### src/pkg/sequencer_params.svh
`ifndef SEQUENCER_PARAMS_SVH
`define SEQUENCER_PARAMS_SVH
// Notes on behaviour
// - micro_pc holds current address, except execute
// - micro_pc loads only from select gates
// - micro_pc loads on strobe when enabled
// - micro_pc feeds adders and alternate selector
// - 14-bit alternate address register for flow
// - Alternate register doubles as temporary storage
// - Alternate loads from pc, store, barrel
// - Transfer signals pick pc or store field
// - Alternate clocked on strobe by transfer enables
// - Phase 3 suppressed for Type II, unmet condition
// - Phase 3 inhibit is active low
// - Barrel select one loads low barrel bits
// - Barrel load waits for next uninhibited phase 3
// - next_addr_reg holds selected source plus one/two
// - Select lines choose pc or alternate sums
// - next_addr_reg loads on strobe when enabled
// - Adder carries chain across slice boundaries
// - Store address from register, gates feed micro_pc
// - Controls make shift, literal, Type II, inhibit
// - Condition picks one of two successor triples
// - Successor codes set pc, alternate, next address
`define ADDR_W        14
`define SUCC_W        3
`define WORD_W        16
`define SLICE_W       4
`define FIELD_MSB     3
`define FIELD_LSB     16
`define OP_W          4
`define OP_TYPE1      4'hF
`define OP_LIT_LOAD   4'hA
`define OP_SAR_LOAD   4'hB
`define ADDR_RESET    14'h0000
`define ADDR_ONE      14'h0001
`define ADDR_TWO      14'h0002
`endif

### src/pkg/sequencer_pkg.sv
package sequencer_pkg;
  typedef logic [13:0] addr_t;
  typedef enum logic [2:0] {
    SUCC_WAIT = 3'h0,
    SUCC_STEP = 3'h1,
    SUCC_SAVE = 3'h2,
    SUCC_SKIP = 3'h3,
    SUCC_EXECUTE_SUCCESSOR = 3'h4,
    SUCC_JUMP = 3'h5,
    SUCC_CALL = 3'h6,
    SUCC_RETN = 3'h7
  } succ_code_e;
endpackage

### src/rtl/microprogram_address_sequencer.sv
`timescale 1ns/1ps
`include "sequencer_params.svh"
module microprogram_address_sequencer #(
  parameter int ADDR_W = `ADDR_W,
  parameter int WORD_W = `WORD_W
) (
  // Clock and reset
  input  wire logic              clock,
  input  wire logic              sys_rst,
  // Phase strobes from the clock generator logic
  input  wire logic              system_clock_phase,
  input  wire logic              phase_is_three,
  // Successor controls from the control store
  input  wire logic [`SUCC_W-1:0] succ_when_true,
  input  wire logic [`SUCC_W-1:0] succ_when_false,
  input  wire logic              successor_condition,
  input  wire logic              conditional_lu,
  input  wire logic              force_type2,
  input  wire logic              hold_sequence,
  // Alternate register steering
  input  wire logic              alt_from_micro_store,
  input  wire logic              alt_from_barrel_sel,
  // Data sources
  input  wire logic [1:WORD_W]   micro_store_word,
  input  wire logic [1:WORD_W]   barrel_switch,
  // Address registers
  output logic [ADDR_W-1:0]      micro_store_addr,
  output logic [ADDR_W-1:0]      micro_pc,
  output logic [ADDR_W-1:0]      alt_micro_pc,
  output logic [ADDR_W-1:0]      next_addr_reg,
  // Sequencer controls
  output logic                   phase3_inhibit_n,
  output logic                   phase3_strobe,
  output logic                   type2_instr,
  output logic                   shift_amount_load_en,
  output logic                   literal_load_en,
  output logic                   micro_pc_load_en,
  output logic                   next_addr_load_en,
  output logic                   alt_from_micro_pc
);

  //////////////////////////////////////////////////////////////////////////
  // Registers and their next values.

  logic [ADDR_W-1:0] micro_pc_r;
  logic [ADDR_W-1:0] micro_pc_nxt;
  logic [ADDR_W-1:0] alt_r;
  logic [ADDR_W-1:0] alt_nxt;
  logic [ADDR_W-1:0] next_addr_r;
  logic [ADDR_W-1:0] next_addr_nxt;
  logic              barrel_pend_r;
  logic              barrel_pend_nxt;

  //////////////////////////////////////////////////////////////////////////
  // Microinstruction format decode.

  logic [`OP_W-1:0]  opcode;
  logic              type2;
  logic              type2_call;
  logic              branch_or_call;
  logic [ADDR_W-1:0] store_field;
  logic [ADDR_W-1:0] barrel_low;

  assign opcode      = micro_store_word[1:`OP_W];
  assign store_field = micro_store_word[`FIELD_MSB:`FIELD_LSB];
  assign barrel_low  = barrel_switch[`FIELD_MSB:`FIELD_LSB];

  // Any format other than the all-ones lead bits is a Type II word.
  assign type2 = (opcode != `OP_TYPE1) | force_type2;

  // Type II call has lead bits 1,0; branch has 0,1.
  assign type2_call = micro_store_word[1] & ~micro_store_word[2]
                      & ~force_type2;
  assign branch_or_call = type2_call | (~micro_store_word[1]
                          & micro_store_word[2] & ~force_type2);

  assign shift_amount_load_en = type2 & (opcode == `OP_SAR_LOAD);
  assign literal_load_en      = type2 & (opcode == `OP_LIT_LOAD);
  assign type2_instr          = type2;

  //////////////////////////////////////////////////////////////////////////
  // Phase 3 inhibit, low while the phase 3 strobe must be withheld.

  logic phase3_inhibit;
  assign phase3_inhibit = type2 | (conditional_lu
                          & ~successor_condition);
  assign phase3_inhibit_n = ~phase3_inhibit;
  assign phase3_strobe = system_clock_phase & phase_is_three
                         & phase3_inhibit_n;

  //////////////////////////////////////////////////////////////////////////
  // Successor decode.

  logic sel_pc_plus_one;
  logic sel_pc_plus_two;
  logic sel_alt_plus_one;
  logic sel_alt_plus_two;
  logic select_store_field;

  successor_decode u_decode (
    .succ_when_true      (succ_when_true),
    .succ_when_false     (succ_when_false),
    .successor_condition (successor_condition),
    .type2               (type2),
    .branch_or_call      (branch_or_call),
    .type2_call          (type2_call),
    .hold_sequence       (hold_sequence),
    .sel_pc_plus_one     (sel_pc_plus_one),
    .sel_pc_plus_two     (sel_pc_plus_two),
    .sel_alt_plus_one    (sel_alt_plus_one),
    .sel_alt_plus_two    (sel_alt_plus_two),
    .micro_pc_load_en    (micro_pc_load_en),
    .next_addr_load_en   (next_addr_load_en),
    .alt_from_micro_pc   (alt_from_micro_pc),
    .select_store_field  (select_store_field)
  );

  //////////////////////////////////////////////////////////////////////////
  // Incrementer adders.

  logic [ADDR_W-1:0] pc_source;
  logic [ADDR_W-1:0] pc_sum1;
  logic [ADDR_W-1:0] pc_sum2;
  logic [ADDR_W-1:0] alt_sum1;
  logic [ADDR_W-1:0] alt_sum2;

  // A Type II branch or call adds to the store field instead of micro_pc.
  assign pc_source = select_store_field ? store_field : micro_pc_r;

  slice_incrementer #(.WIDTH(ADDR_W), .SLICE(`SLICE_W)) u_pc_plus1 (
    .operand (pc_source),
    .add_two (1'b0),
    .sum     (pc_sum1)
  );

  slice_incrementer #(.WIDTH(ADDR_W), .SLICE(`SLICE_W)) u_pc_plus2 (
    .operand (pc_source),
    .add_two (1'b1),
    .sum     (pc_sum2)
  );

  slice_incrementer #(.WIDTH(ADDR_W), .SLICE(`SLICE_W)) u_alt_plus1 (
    .operand (alt_r),
    .add_two (1'b0),
    .sum     (alt_sum1)
  );

  slice_incrementer #(.WIDTH(ADDR_W), .SLICE(`SLICE_W)) u_alt_plus2 (
    .operand (alt_r),
    .add_two (1'b1),
    .sum     (alt_sum2)
  );

  //////////////////////////////////////////////////////////////////////////
  // Next-address select gates, an AND-OR of the four sums.

  logic [ADDR_W-1:0] select_gates;
  assign select_gates = ({ADDR_W{sel_pc_plus_one}}  & pc_sum1)
                      | ({ADDR_W{sel_pc_plus_two}}  & pc_sum2)
                      | ({ADDR_W{sel_alt_plus_one}} & alt_sum1)
                      | ({ADDR_W{sel_alt_plus_two}} & alt_sum2);

  //////////////////////////////////////////////////////////////////////////
  // Load strobes.

  logic phase_one;
  logic seq_strobe;
  logic alt_seq_load;
  logic alt_barrel_load;

  assign phase_one  = system_clock_phase & ~phase_is_three;
  // The sequencing registers advance once per microinstruction.
  assign seq_strobe = phase_one;

  assign alt_seq_load = seq_strobe & (alt_from_micro_pc
                        | alt_from_micro_store);

  // A barrel request survives Type II words and unmet conditions until a phase 3 strobe.
  assign alt_barrel_load = phase3_strobe
                           & (alt_from_barrel_sel | barrel_pend_r);

  //////////////////////////////////////////////////////////////////////////
  // Next values.

  assign micro_pc_nxt = (seq_strobe & micro_pc_load_en) ?
                        select_gates : micro_pc_r;

  assign next_addr_nxt = (seq_strobe & next_addr_load_en) ?
                         select_gates : next_addr_r;

  assign alt_nxt = alt_barrel_load ? barrel_low :
                   !alt_seq_load   ? alt_r :
                   alt_from_micro_pc ? micro_pc_r : store_field;

  assign barrel_pend_nxt = alt_barrel_load ? 1'b0 :
                           (system_clock_phase & alt_from_barrel_sel)
                           ? 1'b1 : barrel_pend_r;

  //////////////////////////////////////////////////////////////////////////
  // State.

  always_ff @(posedge clock) begin
    if (sys_rst) begin
      micro_pc_r    <= `ADDR_RESET;
      alt_r         <= `ADDR_RESET;
      next_addr_r   <= `ADDR_RESET;
      barrel_pend_r <= 1'b0;
    end else begin
      micro_pc_r    <= micro_pc_nxt;
      alt_r         <= alt_nxt;
      next_addr_r   <= next_addr_nxt;
      barrel_pend_r <= barrel_pend_nxt;
    end
  end

  //////////////////////////////////////////////////////////////////////////
  // Outputs.

  // The store is addressed from the register, never the raw gates.
  assign micro_store_addr = next_addr_r;
  assign micro_pc         = micro_pc_r;
  assign alt_micro_pc     = alt_r;
  assign next_addr_reg    = next_addr_r;

endmodule

### src/rtl/slice_incrementer.sv
`timescale 1ns/1ps
`include "sequencer_params.svh"
module slice_incrementer #(
  parameter int WIDTH = `ADDR_W,
  parameter int SLICE = `SLICE_W
) (
  // Operand and increment
  input  wire logic [WIDTH-1:0] operand,
  input  wire logic             add_two,
  // Sum
  output logic      [WIDTH-1:0] sum
);
  localparam int NSL = (WIDTH + SLICE - 1) / SLICE;
  logic [NSL:0] carry;

  // Carry into the lowest slice is the +1; +2 enters at bit one.
  assign carry[0] = ~add_two;

  genvar s;
  generate
    for (s = 0; s < NSL; s++) begin : g_slice
      localparam int LO = s * SLICE;
      localparam int HI = (LO + SLICE > WIDTH) ? WIDTH - 1 : LO + SLICE - 1;
      localparam int W  = HI - LO + 1;
      logic [W:0]   part;
      logic [W-1:0] addend;
      assign addend = (s == 0) ? W'({add_two, 1'b0}) : '0;
      assign part = {1'b0, operand[HI:LO]} + {1'b0, addend}
                    + {{W{1'b0}}, carry[s]};
      assign sum[HI:LO] = part[W-1:0];
      assign carry[s+1] = part[W];
    end
  endgenerate
endmodule

### src/rtl/successor_decode.sv
`timescale 1ns/1ps
`include "sequencer_params.svh"
module successor_decode (
  // Successor controls
  input  wire logic [`SUCC_W-1:0] succ_when_true,
  input  wire logic [`SUCC_W-1:0] succ_when_false,
  input  wire logic               successor_condition,
  input  wire logic               type2,
  input  wire logic               branch_or_call,
  input  wire logic               type2_call,
  input  wire logic               hold_sequence,
  // Decoded selects and enables
  output logic                    sel_pc_plus_one,
  output logic                    sel_pc_plus_two,
  output logic                    sel_alt_plus_one,
  output logic                    sel_alt_plus_two,
  output logic                    micro_pc_load_en,
  output logic                    next_addr_load_en,
  output logic                    alt_from_micro_pc,
  output logic                    select_store_field
);
  sequencer_pkg::succ_code_e code;
  logic t1;

  assign code = sequencer_pkg::succ_code_e'(successor_condition ?
                succ_when_true : succ_when_false);
  assign t1 = ~type2;

  assign sel_pc_plus_one  = type2 | (t1 &
                            (code == sequencer_pkg::SUCC_STEP |
                             code == sequencer_pkg::SUCC_SAVE));
  assign sel_pc_plus_two  = t1 & (code == sequencer_pkg::SUCC_SKIP);
  assign sel_alt_plus_one = t1 & (code == sequencer_pkg::SUCC_JUMP |
                                  code == sequencer_pkg::SUCC_EXECUTE_SUCCESSOR |
                                  code == sequencer_pkg::SUCC_CALL);
  assign sel_alt_plus_two = t1 & (code == sequencer_pkg::SUCC_RETN);
  assign micro_pc_load_en = ~hold_sequence & (type2 |
                            (code != sequencer_pkg::SUCC_WAIT &
                             code != sequencer_pkg::SUCC_EXECUTE_SUCCESSOR));
  assign next_addr_load_en = ~hold_sequence &
                             (type2 | code != sequencer_pkg::SUCC_WAIT);
  assign alt_from_micro_pc = type2_call | (t1 &
                             (code == sequencer_pkg::SUCC_SAVE |
                              code == sequencer_pkg::SUCC_CALL));
  assign select_store_field = branch_or_call;
endmodule
### config.mk
export PLATFORM = sky130hd
export DESIGN_NAME = microprogram_address_sequencer
export DESIGN_NICKNAME = d
export VERILOG_FILES = /design/src/pkg/sequencer_pkg.sv /design/src/rtl/microprogram_address_sequencer.sv /design/src/rtl/slice_incrementer.sv /design/src/rtl/successor_decode.sv
export VERILOG_INCLUDE_DIRS = /design/src /design/src/pkg
export SDC_FILE = /design/constraint.sdc
export NUM_CORES = 1
export LEC_CHECK = 0
export ABC_AREA = 1
export BUFFER_PORTS_ARGS = -buffer_cell sky130_fd_sc_hd__buf_4
export CAP_MARGIN = 0
export CORE_MARGIN = 2
export CORE_UTILIZATION = 45
export CTS_BUF_LIST = sky130_fd_sc_hd__clkbuf_4 sky130_fd_sc_hd__clkbuf_8 sky130_fd_sc_hd__clkbuf_16
export DETAILED_ROUTE_END_ITERATION = 8
export PLACE_DENSITY = 0.8
export SLEW_MARGIN = 25
export SYNTH_ARGS = -nofsm -noshare
export SYNTH_HDL_FRONTEND = slang
export SYNTH_SLANG_ARGS = --single-unit
### constraint.sdc
create_clock -name clock -period 6.4 [get_ports clock]
set_clock_uncertainty 0.15 [all_clocks]
set_input_delay 0.64 -clock clock [delete_from_list [all_inputs] [get_ports clock]]
set_output_delay 0.64 -clock clock [all_outputs]
set_load 0.005 [all_outputs]
## Word level (Yosys, flattened, before mapping)

Index checks and enable logic that the tools add are counted.

- Flip-flop bits (word level): 43
- Input port bits: 48
- Output and inout bits: 64
- Word-level logic and storage cells: 90

- Add/subtract/negate cells: 16
- Equal/unequal tests: 11
- Muxes and demuxes: 5
- Bitwise gates (word level): 51
- Reductions and logical operators: 3

Operators with widths:

| cell | count |
|---|---|
| 14-bit AND | 4 |
| 14-bit two-way mux | 4 |
| 14-bit bitwise OR | 3 |
| 4-bit by 1-bit adder with 5-bit output | 8 |
| 1-bit AND | 23 |
| 1-bit bitwise OR | 13 |
| 3-bit equality test, second input constant | 4 |
| 4-bit by 1-bit adder with 5-bit output, second input constant | 2 |
| 4-bit by 2-bit adder with 5-bit output, second input constant | 2 |
| 2-bit by 1-bit adder with 2-bit output | 4 |
| 4-bit equality test, second input constant | 2 |
| 1-bit NOT | 8 |
| 3-bit by 2-bit equality test with 1-bit output, second input constant | 2 |
| 4-bit != test, second input constant | 1 |
| 3-bit by 1-bit equality test with 1-bit output, second input constant | 1 |
| 3-bit two-way mux | 1 |
| 3-bit != test, second input constant | 1 |
| 3-bit nonzero test | 1 |
| 2-bit nonzero test | 1 |
| 2-bit OR reduction | 1 |

## Logic depth before layout (Yosys ltp)

- Word-level depth: 13
- Gate-level depth with buffers: 24
- Gate-level depth less buffers: 23

## By module

Synthesis repeated with hierarchy kept, for this count alone.

- Cells, all modules: 581
- Area total of the unflattened synthesis: 3878.7 um^2

By module, submodules not included:

| module | instances | cells each | area each (um^2) | sequential area each (um^2) |
|---|---|---|---|---|
| microprogram_address_sequencer | 1 | 387 | 2683.8 | 860.8 |
| slice_incrementer | 4 | 38 | 251.5 | 0.0 |
| successor_decode | 1 | 42 | 188.9 | 0.0 |

## Worst setup path after synthesis

OpenSTA, ideal clock, no wires.

- Kind: input to register
- From: in force_type2
- To: reg micro_pc_r[13] (netlist: micro_pc[13])
- Library setup time: 0.117 ns
- Data arrival time: 3.511 ns
- Data required time: 6.133 ns
- Slack: 2.622 ns
- Cell stages on the path: 22
- Buffers on the path: 1
- Cells stage by stage: inv_1 -> nand3_1 -> buf_2 -> o21ai_1 -> inv_1 -> ha_1 -> nand2_1 -> nor2_1 -> ha_1 -> ha_1 -> nand2_1 -> nor2_1 -> ha_1 -> ha_1 -> nand2_1 -> nor2_1 -> ha_1 -> or2_2 -> nand3_1 -> nand3_1 -> nor2_1 -> nor2_1

- Word-level cells in the longest chain between the ends: 12
- Elaborated cells on any way between the ends: 30
- Classes of those cells: 8 x add/sub; 1 x mux; 21 x bitwise

RTL lines:

| element | RTL line | text |
|---|---|---|
| start, declared | microprogram_address_sequencer.sv:18 | `input wire logic force_type2,` |
| 1-bit NOT | microprogram_address_sequencer.sv:73, microprogram_address_sequencer.sv:75 |  |
| 1-bit AND (on tied branches) | microprogram_address_sequencer.sv:73, microprogram_address_sequencer.sv:75 |  |
| 1-bit bitwise OR | microprogram_address_sequencer.sv:74 | `assign branch_or_call = type2_call \| (~micro_store_word[1]` |
| 14-bit two-way mux | microprogram_address_sequencer.sv:128 | `assign pc_source = select_store_field ? store_field : micro_pc_r;` |
| 4-bit by 1-bit adder with 5-bit output / 4-bit by 2-bit adder with 5-bit output (equally long branches) | slice_incrementer.sv:29, slice_incrementer.sv:28 |  |
| 4-bit by 1-bit adder with 5-bit output (2 in a row) | slice_incrementer.sv:29 | `+ {{W{1'b0}}, carry[s]};` |
| 2-bit by 1-bit adder with 2-bit output | slice_incrementer.sv:29 |  |
| 14-bit AND (on tied branches) | microprogram_address_sequencer.sv:158, microprogram_address_sequencer.sv:159 |  |
| 14-bit bitwise OR | microprogram_address_sequencer.sv:159 | `\| ({ADDR_W{sel_pc_plus_two}} & pc_sum2)` |
| 14-bit bitwise OR | microprogram_address_sequencer.sv:160 | `\| ({ADDR_W{sel_alt_plus_one}} & alt_sum1)` |
| 14-bit bitwise OR | microprogram_address_sequencer.sv:161 | `\| ({ADDR_W{sel_alt_plus_two}} & alt_sum2);` |
| end signal, assigned | microprogram_address_sequencer.sv:204 | `` micro_pc_r <= `ADDR_RESET; `` |
| end signal, assigned | microprogram_address_sequencer.sv:209 | `micro_pc_r <= micro_pc_nxt;` |
| end, declared | microprogram_address_sequencer.sv:45 | `logic [ADDR_W-1:0] micro_pc_r;` |

Several ways; a longest one is shown, not always the timed one.
A chain may end at the register's enable or synchronous reset.

## Worst setup path after layout

- From: in force_type2
- To: reg next_addr_r[13] (netlist: micro_store_addr[13])

- Word-level cells in the longest chain between the ends: 12
- Elaborated cells on any way between the ends: 30
- Classes of those cells: 8 x add/sub; 1 x mux; 21 x bitwise

RTL lines:

| element | RTL line | text |
|---|---|---|
| 1-bit NOT | microprogram_address_sequencer.sv:73, microprogram_address_sequencer.sv:75 |  |
| 1-bit AND (on tied branches) | microprogram_address_sequencer.sv:73, microprogram_address_sequencer.sv:75 |  |
| 1-bit bitwise OR | microprogram_address_sequencer.sv:74 |  |
| 14-bit two-way mux | microprogram_address_sequencer.sv:128 |  |
| 4-bit by 1-bit adder with 5-bit output / 4-bit by 2-bit adder with 5-bit output (equally long branches) | slice_incrementer.sv:29, slice_incrementer.sv:28 |  |
| 4-bit by 1-bit adder with 5-bit output (2 in a row) | slice_incrementer.sv:29 |  |
| 2-bit by 1-bit adder with 2-bit output | slice_incrementer.sv:29 |  |
| 14-bit AND (on tied branches) | microprogram_address_sequencer.sv:158, microprogram_address_sequencer.sv:159 |  |
| 14-bit bitwise OR | microprogram_address_sequencer.sv:159 |  |
| 14-bit bitwise OR | microprogram_address_sequencer.sv:160 |  |
| 14-bit bitwise OR | microprogram_address_sequencer.sv:161 |  |
| end signal, assigned | microprogram_address_sequencer.sv:206 | `` next_addr_r <= `ADDR_RESET; `` |
| end signal, assigned | microprogram_address_sequencer.sv:211 | `next_addr_r <= next_addr_nxt;` |
| end, declared | microprogram_address_sequencer.sv:49 | `logic [ADDR_W-1:0] next_addr_r;` |

Several ways; a longest one is shown, not always the timed one.

==> out/metrics.yaml <==
start_util: 0.470
hold_violations: 0
synthTopCellsByArea: "dfxtp_1 25%, nand2_1 13%, o21ai_0 8.9%, ha_1 8.7%, nor2_1 8.1%"
finalCritPeriodShare: 0.695
die_area_mm2: 0.00836
clockBufferDepth: 2
max_slew.worst_pin.slew_ps: 898
synth.ff_latch_count: 43
powerDensity_mw_per_mm2: 169
rows: 31
clkTransAtPathRegs_ps: 90
dr_total_vias: 3841
path_class: "in2reg"
grt_max_degree: 39
synth_ff_type: "dfxtp_1"
ios: 112
ant_nets: 0
yosysTopAreaCellShare: 0.250
maxCapViolCount: 0
grt_first_pass_wirelength_mm: 15.9
fill_cells: 725
grt.overflow.total: 0
syn_area_mm2: 0.00344
core-area_mm2: 0.00733
clk_latency_ps: 310
crit_required_ps: 6450
rsz0062_at_grt: "no"
yosys.cell_count.top_type: "nand2_1"
routedWlPerCell_um: 13.5
outcome: "complete, no violations"
hpwl_mm: 7.82
worst_slack_ps: 1950
ys_warn_count: 0
ys_seq_area_frac: 0.250
nNetsFinal: 703
fmax_mhz: 225
diodes: 0
numCtsBuffers: 5
final.setup.tns_ps: 0
startpoint_type: "input pin"
setup_viol: 0
max-slew-margin-rel: 0.399
ir_drop_v: 0.000112
drt-initial-drc-count: 193
synth_top_cell_by_area: "dfxtp_1"
syn-num-nets: 620
p_leak_nw: 2.13
synth_cell_types: 31
cts_tree: "built"
drt_first_pass_iters: 5
post_cts_buffers: 0
wirelength_mm: 9.87
area_growth_pct: 25.1
drt-vias-per-instance: 5.25
cts_htree_levels: 2
clock_sinks: 43
place_ws_ps: 1670
drc: 0
syn_area_per_cell_um2: 6.28
antenna_found_initial: 0
synth_edf_count: 0
layout_min_cycle_time_ps: 4450
place_congestion: 0.885
drive_gt1_frac: 0.233
track_usage: 0.232
cts_resized: 0
cts-root-buf: "clkbuf_8"
synthArstFlopShare: 0
portBuffers: 109
slew_violations: 0
worstPathArrival_ps: 4500
cts_hold_buf: 0
syn_inst: 548
grt_pass1_vias: 3469
hold_path.class: "reg2reg"
endpoint_kind: "flop"
die_h_um: 91.5
synthTopCellsByCount: "116 x nand2_1, 74 x nor2_1, 61 x o21ai_0"
die_x_um: 91.5
worst-path-max-fanout: 24
==> power by group <==
group	internal (mW)	switching, mW	leakage [nW]
sequential	0.283	0.0171	0.352
combinational	0.0774	0.0893	1.71
clock	0.160	0.103	0.0688
==> worst max-delay path, cell delays in order <==
cell and delay, ps:
buf_4 110, inv_1 200, nand3_1 650, o21ai_1 470
inv_1 120, ha_1 220, nand2_1 70, nor2_1 50
ha_1 240, ha_1 200, nand2_1 90, nor2_1 60
ha_1 220, ha_1 190, nand2_1 80, nor2_1 60
ha_1 200, or2_2 290, nand3_1 70, nand3_1 110
nor2_1 110, nor2_1 40
==> metal layers <==
layer,global-route usage,share of wire,vias to the layer above,wire length [um]
met1,0.269,0.41,1767,4090
met3,0.0324,0.057,16,562
met2,0.438,0.51,120,5060
met5,0,0,-,0
met4,0.0657,0.017,0,163
li1,-,-,1938,-
==> cell type report <==
type | count | area (um2) | share of cell area
multi-input cells | 411 | 2130 | 0.495
flip-flops and latches | 43 | 861 | 0.200
repair buffers | 110 | 826 | 0.192
inverters | 60 | 225 | 0.0523
well taps | 99 | 124 | 0.0288
clock buffers | 6 | 76.3 | 0.0177
clock inverters | 2 | 60.1 | 0.0139
==> path summary, 6_finish.rpt <==
path              cells after the start                           endpoint                              start  slack, ps
setup reg to reg                     21  micro_store_addr[13]$_SDFFE_PP0P_           micro_pc[0]$_SDFFE_PP0P_       3070
hold / removal                        2  micro_store_addr[13]$_SDFFE_PP0P_  micro_store_addr[13]$_SDFFE_PP0P_        420
hold reg to reg                       2  micro_store_addr[13]$_SDFFE_PP0P_  micro_store_addr[13]$_SDFFE_PP0P_        420
setup / recovery                     22  micro_store_addr[13]$_SDFFE_PP0P_                        force_type2       1950
==> registers in the layout (all words and copies together), names as in the netlist <==
signal and cells:
micro_store_addr 14, barrel_pend_r 1, micro_pc 14, alt_micro_pc 14
==> cell families (layout without fill, tap and decap cells) <==
group	after synthesis	after routing	share of synthesized area
and+or+nand+nor	270	270	0.344
AOI/OAI and AO/OA	110	110	0.170
buffers and inverters	94	178	0.130
DFF	43	43	0.250
adders and majority gates	24	24	0.0872
xor gates and xnor gates	7	7	0.0178
==> through the flow <==
step / utilization / hold slack [ps] / area, um2 / total power [mW] / instances
after floorplan: - / 392 / 3440 / 0.400 / 548
after global placement: 0.569 / 394 / 4170 / 0.467 / 723
after detailed placement: 0.569 / 396 / 4170 / 0.472 / 723
after CTS: 0.587 / 423 / 4310 / 0.731 / 731
after global routing: 0.587 / 443 / 4310 / 0.762 / 731
final: 0.587 / 415 / 4310 / 0.730 / 731
==> placed cells by master (no fill, tap or decap), types with 4 or more instances in the layout <==
master    netlist  layout
xor2_1          4       4
nand3_1        38      38
dfxtp_1        43      43
ha_1           24      24
nor2_2         10      10
clkbuf_8        0       5
nor2_1         74      74
or2_2           8       8
nand4_1        12      12
inv_1          58      57
buf_4          17     110
a21oi_1        24      24
o21a_1          5       5
o21ai_1        14      14
nand2_1       116     116
o21ai_0        61      61
(Power assumes the default switching activity.)
